**src/verilog/bcdmu_cfg.svh**
```systemverilog
// bcdmu_cfg.svh: register offsets, flag and event positions, reset values
// assumes: included by the bcd math unit design files
`ifndef BCDMU_CFG_SVH
`define BCDMU_CFG_SVH

`define BCDMU_ACC_OFS   8'h00
`define BCDMU_FLAG_OFS  8'h04
`define BCDMU_STAT_OFS  8'h08
`define BCDMU_MASK_OFS  8'h0c

`define BCDMU_F_LT      0
`define BCDMU_F_EQ      1
`define BCDMU_F_GT      2
`define BCDMU_F_ZERO    3
`define BCDMU_F_CY_W    4
`define BCDMU_F_CY_D    5
`define BCDMU_F_BR_W    6
`define BCDMU_F_BR_D    7
`define BCDMU_F_NEG     8
`define BCDMU_F_BAD     9
`define BCDMU_NFLAGS    10

`define BCDMU_EV_DONE   0
`define BCDMU_EV_BAD    1
`define BCDMU_EV_OVF    2
`define BCDMU_NEV       3

`define BCDMU_ACC_RST   32'h0000_0000
`define BCDMU_FLAG_RST  10'h000
`define BCDMU_EV_RST    3'h0

`endif

```
**src/verilog/bcdmu_pkg.sv**
```systemverilog
// bcdmu_pkg: types shared by the bcd math unit
// assumes: nothing beyond a SystemVerilog compiler
package bcdmu_pkg;

  typedef enum logic [2:0] {
    word_relation_op,
    dword_relation_op,
    bcd_sum_word_op,
    bcd_sum_dword_op,
    bcd_difference_word_op,
    bcd_difference_dword_op
  } bcdmu_op_t;

endpackage

```
**src/verilog/bcdmu_alu_if.sv**
```systemverilog
// bcdmu_alu_if: operands and results between the core and the digit adder
// assumes: purely combinational traffic, no clock of its own
`timescale 1ns/1ps
interface bcdmu_alu_if;
  logic [31:0] a;
  logic [31:0] b;
  logic        sub;
  logic [31:0] sum;
  logic [8:0]  carry;
  logic        bad;

  modport core (output a, b, sub, input sum, carry, bad);
  modport alu  (input a, b, sub, output sum, carry, bad);
endinterface

```
**src/verilog/bcdmu_bcd_alu.sv**
```systemverilog
// bcdmu_bcd_alu: eight digit decimal adder and subtractor
// assumes: driven by the core through bcdmu_alu_if, result used same cycle
`timescale 1ns/1ps
module bcdmu_bcd_alu #(
  parameter int NDIG = 8
) (
  // operand and result bundle
  bcdmu_alu_if.alu port_if
);

  function automatic logic nib_bad(input logic [3:0] n);
    nib_bad = n > 4'h9;
  endfunction

  wire [NDIG:0]     cy;
  wire [4*NDIG-1:0] sum_w;
  wire [NDIG-1:0]   bad_w;

  // subtract is nines complement plus one carried in
  assign cy[0] = port_if.sub;

  genvar gi;
  generate
    for (gi = 0; gi < NDIG; gi++) begin : g_dig
      wire [3:0] ad  = port_if.a[4*gi +: 4];
      wire [3:0] bd  = port_if.b[4*gi +: 4];
      wire [3:0] bx  = port_if.sub ? 4'h9 - bd : bd;
      wire [4:0] raw = {1'b0, ad} + {1'b0, bx} + {4'h0, cy[gi]};
      wire       dc  = raw > 5'h09;
      wire [4:0] adj = raw + 5'h06;
      assign sum_w[4*gi +: 4] = dc ? adj[3:0] : raw[3:0];
      assign cy[gi+1] = dc;
      assign bad_w[gi] = nib_bad(ad) | nib_bad(bd);
    end
  endgenerate

  assign port_if.sum   = sum_w;
  assign port_if.carry = cy;
  assign port_if.bad   = |bad_w;

endmodule

```
**src/verilog/bcdmu_top.sv**
```systemverilog
// bcdmu_top: accumulator compare and bcd add/subtract unit with apb regs
// assumes: one clock, apb master of the same clock, sequencer hands in
// operands already fetched from word memory
`timescale 1ns/1ps
`include "bcdmu_cfg.svh"
module bcdmu_top (
  // clock and reset
  input  wire logic               clock,
  input  wire logic               rst,
  // apb slave
  input  wire logic               psel,
  input  wire logic               penable,
  input  wire logic               pwrite,
  input  wire logic [7:0]         paddr,
  input  wire logic [31:0]        pwdata,
  output logic      [31:0]        prdata,
  output logic                    pready,
  output logic                    pslverr,
  // instruction port from the sequencer
  input  wire logic               op_valid,
  input  wire bcdmu_pkg::bcdmu_op_t op_code,
  input  wire logic               op_use_imm,
  input  wire logic [15:0]        op_mem_lo,
  input  wire logic [15:0]        op_mem_hi,
  input  wire logic [31:0]        op_imm,
  output logic                    op_ready,
  output logic                    op_done,
  // results
  output logic [31:0]             acc,
  output logic [`BCDMU_NFLAGS-1:0] flags,
  output logic                    irq
);

  logic [31:0]              acc_q;
  logic [31:0]              acc_d;
  logic [`BCDMU_NFLAGS-1:0] flags_q;
  logic [`BCDMU_NFLAGS-1:0] flags_d;
  logic [`BCDMU_NEV-1:0]    stat_q;
  logic [`BCDMU_NEV-1:0]    stat_d;
  logic [`BCDMU_NEV-1:0]    mask_q;
  logic [`BCDMU_NEV-1:0]    mask_d;
  logic [31:0]              prdata_q;
  logic                     done_q;

  bcdmu_alu_if alu_if ();

  bcdmu_bcd_alu #(
    .NDIG    (8)
  ) u_alu (
    .port_if (alu_if.alu)
  );

  // instruction decode
  wire take     = op_valid;
  wire is_wcmp  = op_code == bcdmu_pkg::word_relation_op;
  wire is_dcmp  = op_code == bcdmu_pkg::dword_relation_op;
  wire is_cmp   = is_wcmp | is_dcmp;
  wire is_sub   = op_code == bcdmu_pkg::bcd_difference_word_op
                | op_code == bcdmu_pkg::bcd_difference_dword_op;
  wire is_dw    = op_code == bcdmu_pkg::dword_relation_op
                | op_code == bcdmu_pkg::bcd_sum_dword_op
                | op_code == bcdmu_pkg::bcd_difference_dword_op;
  wire is_arith = ~is_cmp;
  wire take_ar  = take & is_arith;

  // operand selection
  wire [31:0] opnd_dw  = op_use_imm ? op_imm : {op_mem_hi, op_mem_lo};
  wire [31:0] opnd     = is_dw ? opnd_dw : {16'h0000, op_mem_lo};
  wire [31:0] acc_sel  = is_dw ? acc_q : {16'h0000, acc_q[15:0]};

  assign alu_if.a   = acc_sel;
  assign alu_if.b   = opnd;
  assign alu_if.sub = is_sub;

  // relation of accumulator to operand
  wire cmp_lt = acc_sel < opnd;
  wire cmp_eq = acc_sel == opnd;
  wire cmp_gt = acc_sel > opnd;

  // arithmetic result; a non-decimal operand leaves the accumulator
  wire        bad    = alu_if.bad;
  wire [31:0] sum_w  = {16'h0000, alu_if.sum[15:0]};
  wire [31:0] res    = bad ? acc_q : (is_dw ? alu_if.sum : sum_w);
  wire        cy_w   = alu_if.carry[4];
  wire        cy_d   = alu_if.carry[8];
  wire        cy_sel = is_dw ? cy_d : cy_w;
  wire        ovf    = ~bad & (is_sub ? ~cy_sel : cy_sel);

  // apb decode
  wire hit_acc  = paddr == `BCDMU_ACC_OFS;
  wire hit_flag = paddr == `BCDMU_FLAG_OFS;
  wire hit_stat = paddr == `BCDMU_STAT_OFS;
  wire hit_mask = paddr == `BCDMU_MASK_OFS;
  wire hit      = hit_acc | hit_flag | hit_stat | hit_mask;
  wire setup    = psel & ~penable;
  // an accumulator write waits while op_valid presents any instruction, compare included
  wire stall    = op_valid & pwrite & hit_acc;
  wire access   = psel & penable & ~stall;
  wire wr       = access & pwrite & hit;
  wire [31:0] rd_mux =
      hit_acc  ? acc_q :
      hit_flag ? {22'h000000, flags_q} :
      hit_stat ? {29'h00000000, stat_q} :
      hit_mask ? {29'h00000000, mask_q} : 32'h0000_0000;

  // accumulator next value
  always_comb begin
    acc_d = acc_q;
    if (take_ar) begin
      acc_d = res;
    end else if (wr & hit_acc) begin
      acc_d = pwdata;
    end
  end

  // flags: only the flags an instruction owns are rewritten
  always_comb begin
    flags_d = flags_q;
    if (take & is_cmp) begin
      flags_d[`BCDMU_F_LT] = cmp_lt;
      flags_d[`BCDMU_F_EQ] = cmp_eq;
      flags_d[`BCDMU_F_GT] = cmp_gt;
    end else if (take_ar) begin
      flags_d[`BCDMU_F_ZERO] = res == 32'h0000_0000;
      flags_d[`BCDMU_F_NEG]  = res[31];
      flags_d[`BCDMU_F_BAD]  = bad;
      case ({is_sub, is_dw})
        2'b00: flags_d[`BCDMU_F_CY_W] = ovf;
        2'b01: flags_d[`BCDMU_F_CY_D] = ovf;
        2'b10: flags_d[`BCDMU_F_BR_W] = ovf;
        2'b11: flags_d[`BCDMU_F_BR_D] = ovf;
        default: flags_d = flags_q;
      endcase
    end
  end

  // sticky events, set wins over a one written to clear
  wire [`BCDMU_NEV-1:0] ev = {take_ar & ovf, take_ar & bad, take};
  wire [`BCDMU_NEV-1:0] w1c =
      (wr & hit_stat) ? pwdata[`BCDMU_NEV-1:0] : `BCDMU_EV_RST;
  assign stat_d = (stat_q & ~w1c) | ev;
  assign mask_d = (wr & hit_mask) ? pwdata[`BCDMU_NEV-1:0] : mask_q;

  always_ff @(posedge clock) begin
    if (rst) begin
      acc_q   <= `BCDMU_ACC_RST;
      flags_q <= `BCDMU_FLAG_RST;
      stat_q  <= `BCDMU_EV_RST;
      mask_q  <= `BCDMU_EV_RST;
    end else begin
      acc_q   <= acc_d;
      flags_q <= flags_d;
      stat_q  <= stat_d;
      mask_q  <= mask_d;
    end
  end

  // read data captured in the setup cycle
  always_ff @(posedge clock) begin
    if (rst) begin
      prdata_q <= 32'h0000_0000;
      done_q   <= 1'b0;
    end else begin
      prdata_q <= setup ? rd_mux : prdata_q;
      done_q   <= take;
    end
  end

  assign prdata   = prdata_q;
  assign pready   = ~stall;
  assign pslverr  = psel & penable & ~hit;
  assign op_ready = 1'b1;
  assign op_done  = done_q;
  assign acc      = acc_q;
  assign flags    = flags_q;
  assign irq      = |(stat_q & mask_q);

  // checks
  function automatic logic all_dec(input logic [31:0] v);
    all_dec = 1'b1;
    for (int i = 0; i < 8; i++) begin
      if (v[4*i +: 4] > 4'h9) begin
        all_dec = 1'b0;
      end
    end
  endfunction

  logic [31:0] chk_opnd_q;
  logic [31:0] chk_sum_q;
  logic [31:0] chk_acc_q;
  always_ff @(posedge clock) begin
    chk_opnd_q <= opnd;
    chk_sum_q  <= alu_if.sum;
    chk_acc_q  <= acc_sel;
  end
endmodule
```
**config.mk**
```make
export PLATFORM = sky130hd
export DESIGN_NAME = bcdmu_top
export DESIGN_NICKNAME = d
export VERILOG_FILES = /design/src/verilog/bcdmu_pkg.sv /design/src/verilog/bcdmu_alu_if.sv /design/src/verilog/bcdmu_bcd_alu.sv /design/src/verilog/bcdmu_top.sv
export VERILOG_INCLUDE_DIRS = /design/src /design/src/verilog
export SDC_FILE = /design/constraint.sdc
export NUM_CORES = 1
export LEC_CHECK = 0
export BUFFER_PORTS_ARGS = -buffer_cell sky130_fd_sc_hd__buf_2
export CAP_MARGIN = 40
export CORE_ASPECT_RATIO = 0.9
export CORE_MARGIN = 2
export CORE_UTILIZATION = 50
export CTS_BUF_LIST = sky130_fd_sc_hd__clkbuf_8 sky130_fd_sc_hd__clkbuf_16
export CTS_CLUSTER_DIAMETER = 30
export DETAILED_ROUTE_END_ITERATION = 16
export HOLD_SLACK_MARGIN = 0.08
export PLACE_DENSITY = 0.85
export SLEW_MARGIN = 20
export SYNTH_ARGS = -nofsm -noshare
export SYNTH_HDL_FRONTEND = slang
export SYNTH_HIERARCHICAL = 1
export SYNTH_SLANG_ARGS = --single-unit
```
**constraint.sdc**
```tcl
create_clock -name clock -period 19.65 [get_ports clock]
set_input_delay 3.93 -clock clock [delete_from_list [all_inputs] [get_ports clock]]
set_output_delay 3.93 -clock clock [all_outputs]
set_load 0.01 [all_outputs]
```
[Word level (Yosys, flattened, before mapping)]
Cells that the tools add are included.
Word-level totals
  output and inout bits: 79
  memories kept: 0
  bits in registers: 81
  bits in writable memories: 0
  bits in latches: 0
  word-level logic and storage cells: 165
  memory bits (read-only): 0
Cells by class
  eq/ne operators: 11
  reduce and logical (&&, ||, !) cells: 12
  order comparisons: 26
  div/mod/pow operators: 0
  multipliers: 0
  bitwise gates (word level): 42
  add/subtract/negate cells: 32
  mux-type cells: 31
  shifts and indexed selects: 0
Operator list (number)
  32-bit 2-to-1 mux: 8
  4-bit greater-than comparator, second input constant: 16
  4-bit 2-to-1 mux: 16
  4-bit by 4-bit adder with 5-bit output: 8
  5-bit by 1-bit adder with 5-bit output: 8
  5-bit by 4-bit greater-than comparator with 1-bit output, second input constant: 8
  4-bit by 3-bit adder with 4-bit output, second input constant: 8
  32-bit == test: 1
  32-bit greater-than comparator: 1
  32-bit logical NOT: 1
  32-bit < comparator: 1
  4-bit subtractor, first input constant: 8
  1-bit AND: 16
  8-bit by 4-bit == test with 1-bit output, second input constant: 2
  1-bit OR: 15
  3-bit 2-to-1 mux: 4
  3-bit AND reduction: 4
  10-bit 2-to-1 mux: 1
  8-bit by 3-bit == test with 1-bit output, second input constant: 1
  8-bit logical NOT: 1
  8-bit OR reduction: 1
  1-bit inverter: 7
  3-bit AND: 2
  3-bit == test, second input constant: 2
  other kinds (12): 14

[Longest topological paths before layout]
  depth in word-level cells: 29
  gate-level depth with buffers: 73

[By module]
The synthesis kept the hierarchy.
By module, submodules not included
  bcdmu_top: cells each 661, seq. area each 1621.6 µm², times used 1, area an instance 5418.9 µm²
  bcdmu_bcd_alu: cells each 316, seq. area each 0.0 µm², times used 1, area an instance 2429.8 µm²

[Least setup slack after synthesis]
No wires, ideal clock.
  kind: input to register
  start point: input op_code[0]
  end point: register flags_q[3] (netlist: flags[3])
  cell stages on the path: 68
  library setup time: 0.069 ns
  path slack: 0.896 ns
  path buffers: 0
  arrival: 18.685 ns
  data required time: 19.581 ns
  cell sequence: a21boi_1 nand2_1 mux2i_1 inv_1 inv_1 ha_1 nand2_1 o21ai_0 ha_1 a21o_1 a22o_1 o41ai_4 inv_2 fa_1 inv_1 fa_1 inv_1 ha_1 [32 not listed] fa_1 inv_1 ha_1 a21o_1 o31a_1 inv_1 fa_1 fa_1 xnor2_1 ha_1 a31oi_1 a21oi_1 xnor2_1 nor4_1 o211ai_1 o41ai_1 nand4_1 o21ai_1
Between the ends
  cells in the longest elaborated chain, start to end: 27
  elaborated cells on any way between the ends: 96
  those cells by class: add/sub (32); order compare (20); eq/ne (4); mux (20); bitwise (16); reduce/logical (4)
RTL lines
  start: declaration: line bcdmu_top.sv:21  | input wire bcdmu_pkg::bcdmu_op_t op_code,
  3-bit by 1-bit == test with 1-bit output or 3-bit by 2-bit == test with 1-bit output (tied branches): line bcdmu_top.sv:60, bcdmu_top.sv:61
  1-bit OR: line bcdmu_top.sv:61  | | op_code == bcdmu_pkg::bcd_sum_dword_op
  1-bit OR (*): line bcdmu_top.sv:62  | | op_code == bcdmu_pkg::bcd_difference_dword_op;
  32-bit 2-to-1 mux (*): line bcdmu_top.sv:68  | wire [31:0] opnd = is_dw ? opnd_dw : {16'h0000, op_mem_lo};
  net alu_if.b[1]: line bcdmu_alu_if.sv:6  | logic [31:0] b;
  4-bit subtractor: line bcdmu_bcd_alu.sv:27  | wire [3:0] bx = port_if.sub ? 4'h9 - bd : bd;
  4-bit 2-to-1 mux (*): line bcdmu_bcd_alu.sv:27
  4-bit by 4-bit adder with 5-bit output (*): line bcdmu_bcd_alu.sv:28  | wire [4:0] raw = {1'b0, ad} + {1'b0, bx} + {4'h0, cy[gi]};
  [2 not listed]
  net u_alu.g_dig[0].dc: line bcdmu_bcd_alu.sv:29  | wire dc = raw > 5'h09;
  [4 not listed]
  net u_alu.g_dig[2].dc: line bcdmu_bcd_alu.sv:29
  [7 not listed]
  5-bit by 4-bit greater-than comparator with 1-bit output (*): line bcdmu_bcd_alu.sv:29
  net u_alu.g_dig[6].dc: line bcdmu_bcd_alu.sv:29
  5-bit by 1-bit adder with 5-bit output (*): line bcdmu_bcd_alu.sv:28
  4-bit by 3-bit adder with 4-bit output or 5-bit by 4-bit greater-than comparator with 1-bit output (tied branches): line bcdmu_bcd_alu.sv:30, bcdmu_bcd_alu.sv:29
  4-bit 2-to-1 mux (*): line bcdmu_bcd_alu.sv:31  | assign sum_w[4*gi +: 4] = dc ? adj[3:0] : raw[3:0];
  net alu_if.sum[29]: line bcdmu_alu_if.sv:8  | logic [31:0] sum;
  32-bit 2-to-1 mux (*) (2 in series): line bcdmu_top.sv:83  | wire [31:0] res = bad ? acc_q : (is_dw ? alu_if.sum : sum_w);
  32-bit logical NOT (*): line bcdmu_top.sv:124  | flags_d[`BCDMU_F_ZERO] = res == 32'h0000_0000;
  end signal: assignment: line bcdmu_top.sv:147  | flags_q <= `BCDMU_FLAG_RST;
  end signal: assignment: line bcdmu_top.sv:152  | flags_q <= flags_d;
  end: declaration: line bcdmu_top.sv:36  | logic [`BCDMU_NFLAGS-1:0] flags_q;
The timed path passes the listed nets; every way through them passes the cells marked *.
A chain may end at the register's enable or synchronous reset.

[Worst setup path in the final report]
  start point: input op_code[2]
  end point: register flags_q[3] (netlist: flags[3])
The elaborated chain is that of the path after synthesis.

==> summary.txt <==
Status
  – Status: finished clean

Floorplan
  – Die boundary height: 122 um
  – Total die area: 16600 um2
  – Row cnt: 43
  – Starting density of the core: 0.508
  – Die Span X: 136 um
  – I/O pins: 193
  – Core Box Area: 15300 um2

Timing
  – Max Slew Vio Count: 0
  – Fin worst setup slack: 564 ps
  – Slew HR: 0.479
  – Fmax: 52.4 MHz
  – Finish-stage setup viols: 0
  – Hold Vio Cnt, Final: 0
  – Slew of the pin with the lowest slew margin: 776 ps
  – Tmin final: 19090 ps
  – Layout Skew: 6.95 ps
  – Tcrit/Tclk final: 0.971
  – Setup Total Neg Slack: 0 ps

Synthesis
  – Synth Instances: 967
  – Syn Std Cell Area: 7780 um2
  – Syn Nets: 1175
  – Syn. warnings: 6
  – Post-Syn Area per Cell: 8.05 um2

Place
  – Hpwl dp: 18400 um
  – Setup slack at placement: -492 ps
  – Buffers on Ports: 191
  – Gpl congestion: 0.929
  – Placed cell area: 8770 um2

Critical path
  – Largest fanout on the critical path: 6
  – Crit path kind: input pin to flip-flop
  – Crit path capture type: flip-flop
  – Setup crit start kind: input pin
  – Worst EP arrival: 19370 ps
  – Most Frequent Cell on Critical Path: inv_1
  – Worst endpoint required time: 19930 ps
  – Slowest stage delay, CP: 570 ps
  – Critical Path Slowest Stage Cell: fa_2

Routing
  – ANT nets after route: 0
  – Drc violations: 0
  – DRT Pass-1 Iters: 6
  – Vias: 8054
  – Initial DRC Count: 909
  – Avg WL per Cell: 18.5 um
  – DR vias/cell: 6.06
  – Drt total wl: 24600 um

GRT
  – Initial antenna violation count: 0
  – Total gr overflow: 0
  – Largest net degree at the start of global routing: 84
  – Vias in the first global route: 7228
  – First-pass GRT wire length: 37500 um
  – Tot GR Track Use: 0.288

CTS
  – CTS root buf: clkbuf_16
  – CTS tree: done
  – Max H-tree Level: 3
  – Worst skew pair latency: 350 ps
  – Clock sinks: 81
  – Clock tree buffer depth: 2
  – Worst-path clk slew: 60 ps
  – Inserted Clock Buffers: 9

Finish
  – Final non-filler cell area: 9320 um2
  – Layout Nets: 1331
  – Area Growth Syn to Fin: 19.7%
  – Share of cells above drive strength 1: 0.256
  – Final core utilization: 0.608
  – N_diodes: 0

Worst hold path
  – Worst hold-check path type: flip-flop to flip-flop

Pwr
  – Total Power: 704 uW
  – VDD IR-drop max: 0.0000486 V
  – Pwr dens: 75.6 nW/um2
  – Leakage power: 0.00439 uW

Flow run
  – MaxCap Viol Count: 0
## power by group
group          total, uW  leakage (uW)  internal, uW  switching (uW)
Sequential           189      0.000662           172            16.9
Combinational        345       0.00358           150             195
Clock                170      0.000151           101            69.1
## stage by stage
stage / hold slack [ps] / cells
3_5_place_dp: 440 / 1303
2_1_floorplan: 446 / 967
5_1_grt: 472 / 1330
4_1_cts: 450 / 1319
6_report: 449 / 1330
3_3_place_gp: 438 / 1301
## layout by cell type, fill, tap and decap left out, types with 42 or more instances in the layout
master,instances
dfxtp_1,81
buf_2,191
nand3_1,42
a21oi_1,72
inv_1,85
o21ai_0,47
mux2i_1,55
ha_1,77
nand2_1,83
## repair_timing
action                                  CTS  global route
setup buffers                             0            10
hold buffers                              0             0
gates resized for setup                   3            26
endpoints found under the setup margin    1            10
pin swaps                                 0            12
## sequential cells by signal (all words and copies together), names as in the netlist
signal,cells
op_done,1
stat_q,3
acc,32
prdata,32
mask_q,3
flags,10
## layout make-up
| cell class | count | area (um2) |
|---|---|---|
| clock inverters | 6 | 58.8 |
| repair buffers | 215 | 1170 |
| well taps | 202 | 253 |
| flip-flops and latches | 81 | 1620 |
| inverters | 85 | 319 |
| multi-input cells | 731 | 5660 |
| clock buffers | 10 | 239 |
| fillers | 1328 | 6020 |
## path summary, 6_finish.rpt
check             startpoint          to  depth (start not counted)  slack, ps
setup reg to reg      acc[0]    flags[3]                         63       4760
hold reg to reg   prdata[28]  prdata[28]                          2        450
setup / recovery  op_code[2]    flags[3]                         72        560
hold / removal    prdata[28]  prdata[28]                          2        450
## worst max-delay path, delay by kind of cell
kind                     cells  cell delay (ps)
AO/OA/AOI/OAI               22             4160
adder cells (fa/ha/maj)     24             8200
multiplexers                 1              200
XOR/XNOR                     3              600
buffers and inverters       17             1600
AND/OR/NAND/NOR              5              660
## routing by layer
| layer | up-vias | share of wire | routed length [um] | track usage |
|---|---|---|---|---|
| met4 | 0 | 0.030 | 748 | 0.102 |
| met2 | 472 | 0.47 | 11600 | 0.479 |
| met1 | 3753 | 0.40 | 9840 | 0.376 |
| li1 | 3758 | - | - | - |
| met5 | - | 0 | 0 | 0 |
| met3 | 71 | 0.097 | 2390 | 0.0525 |
No activity file was read; power rests on OpenSTA's default activity.
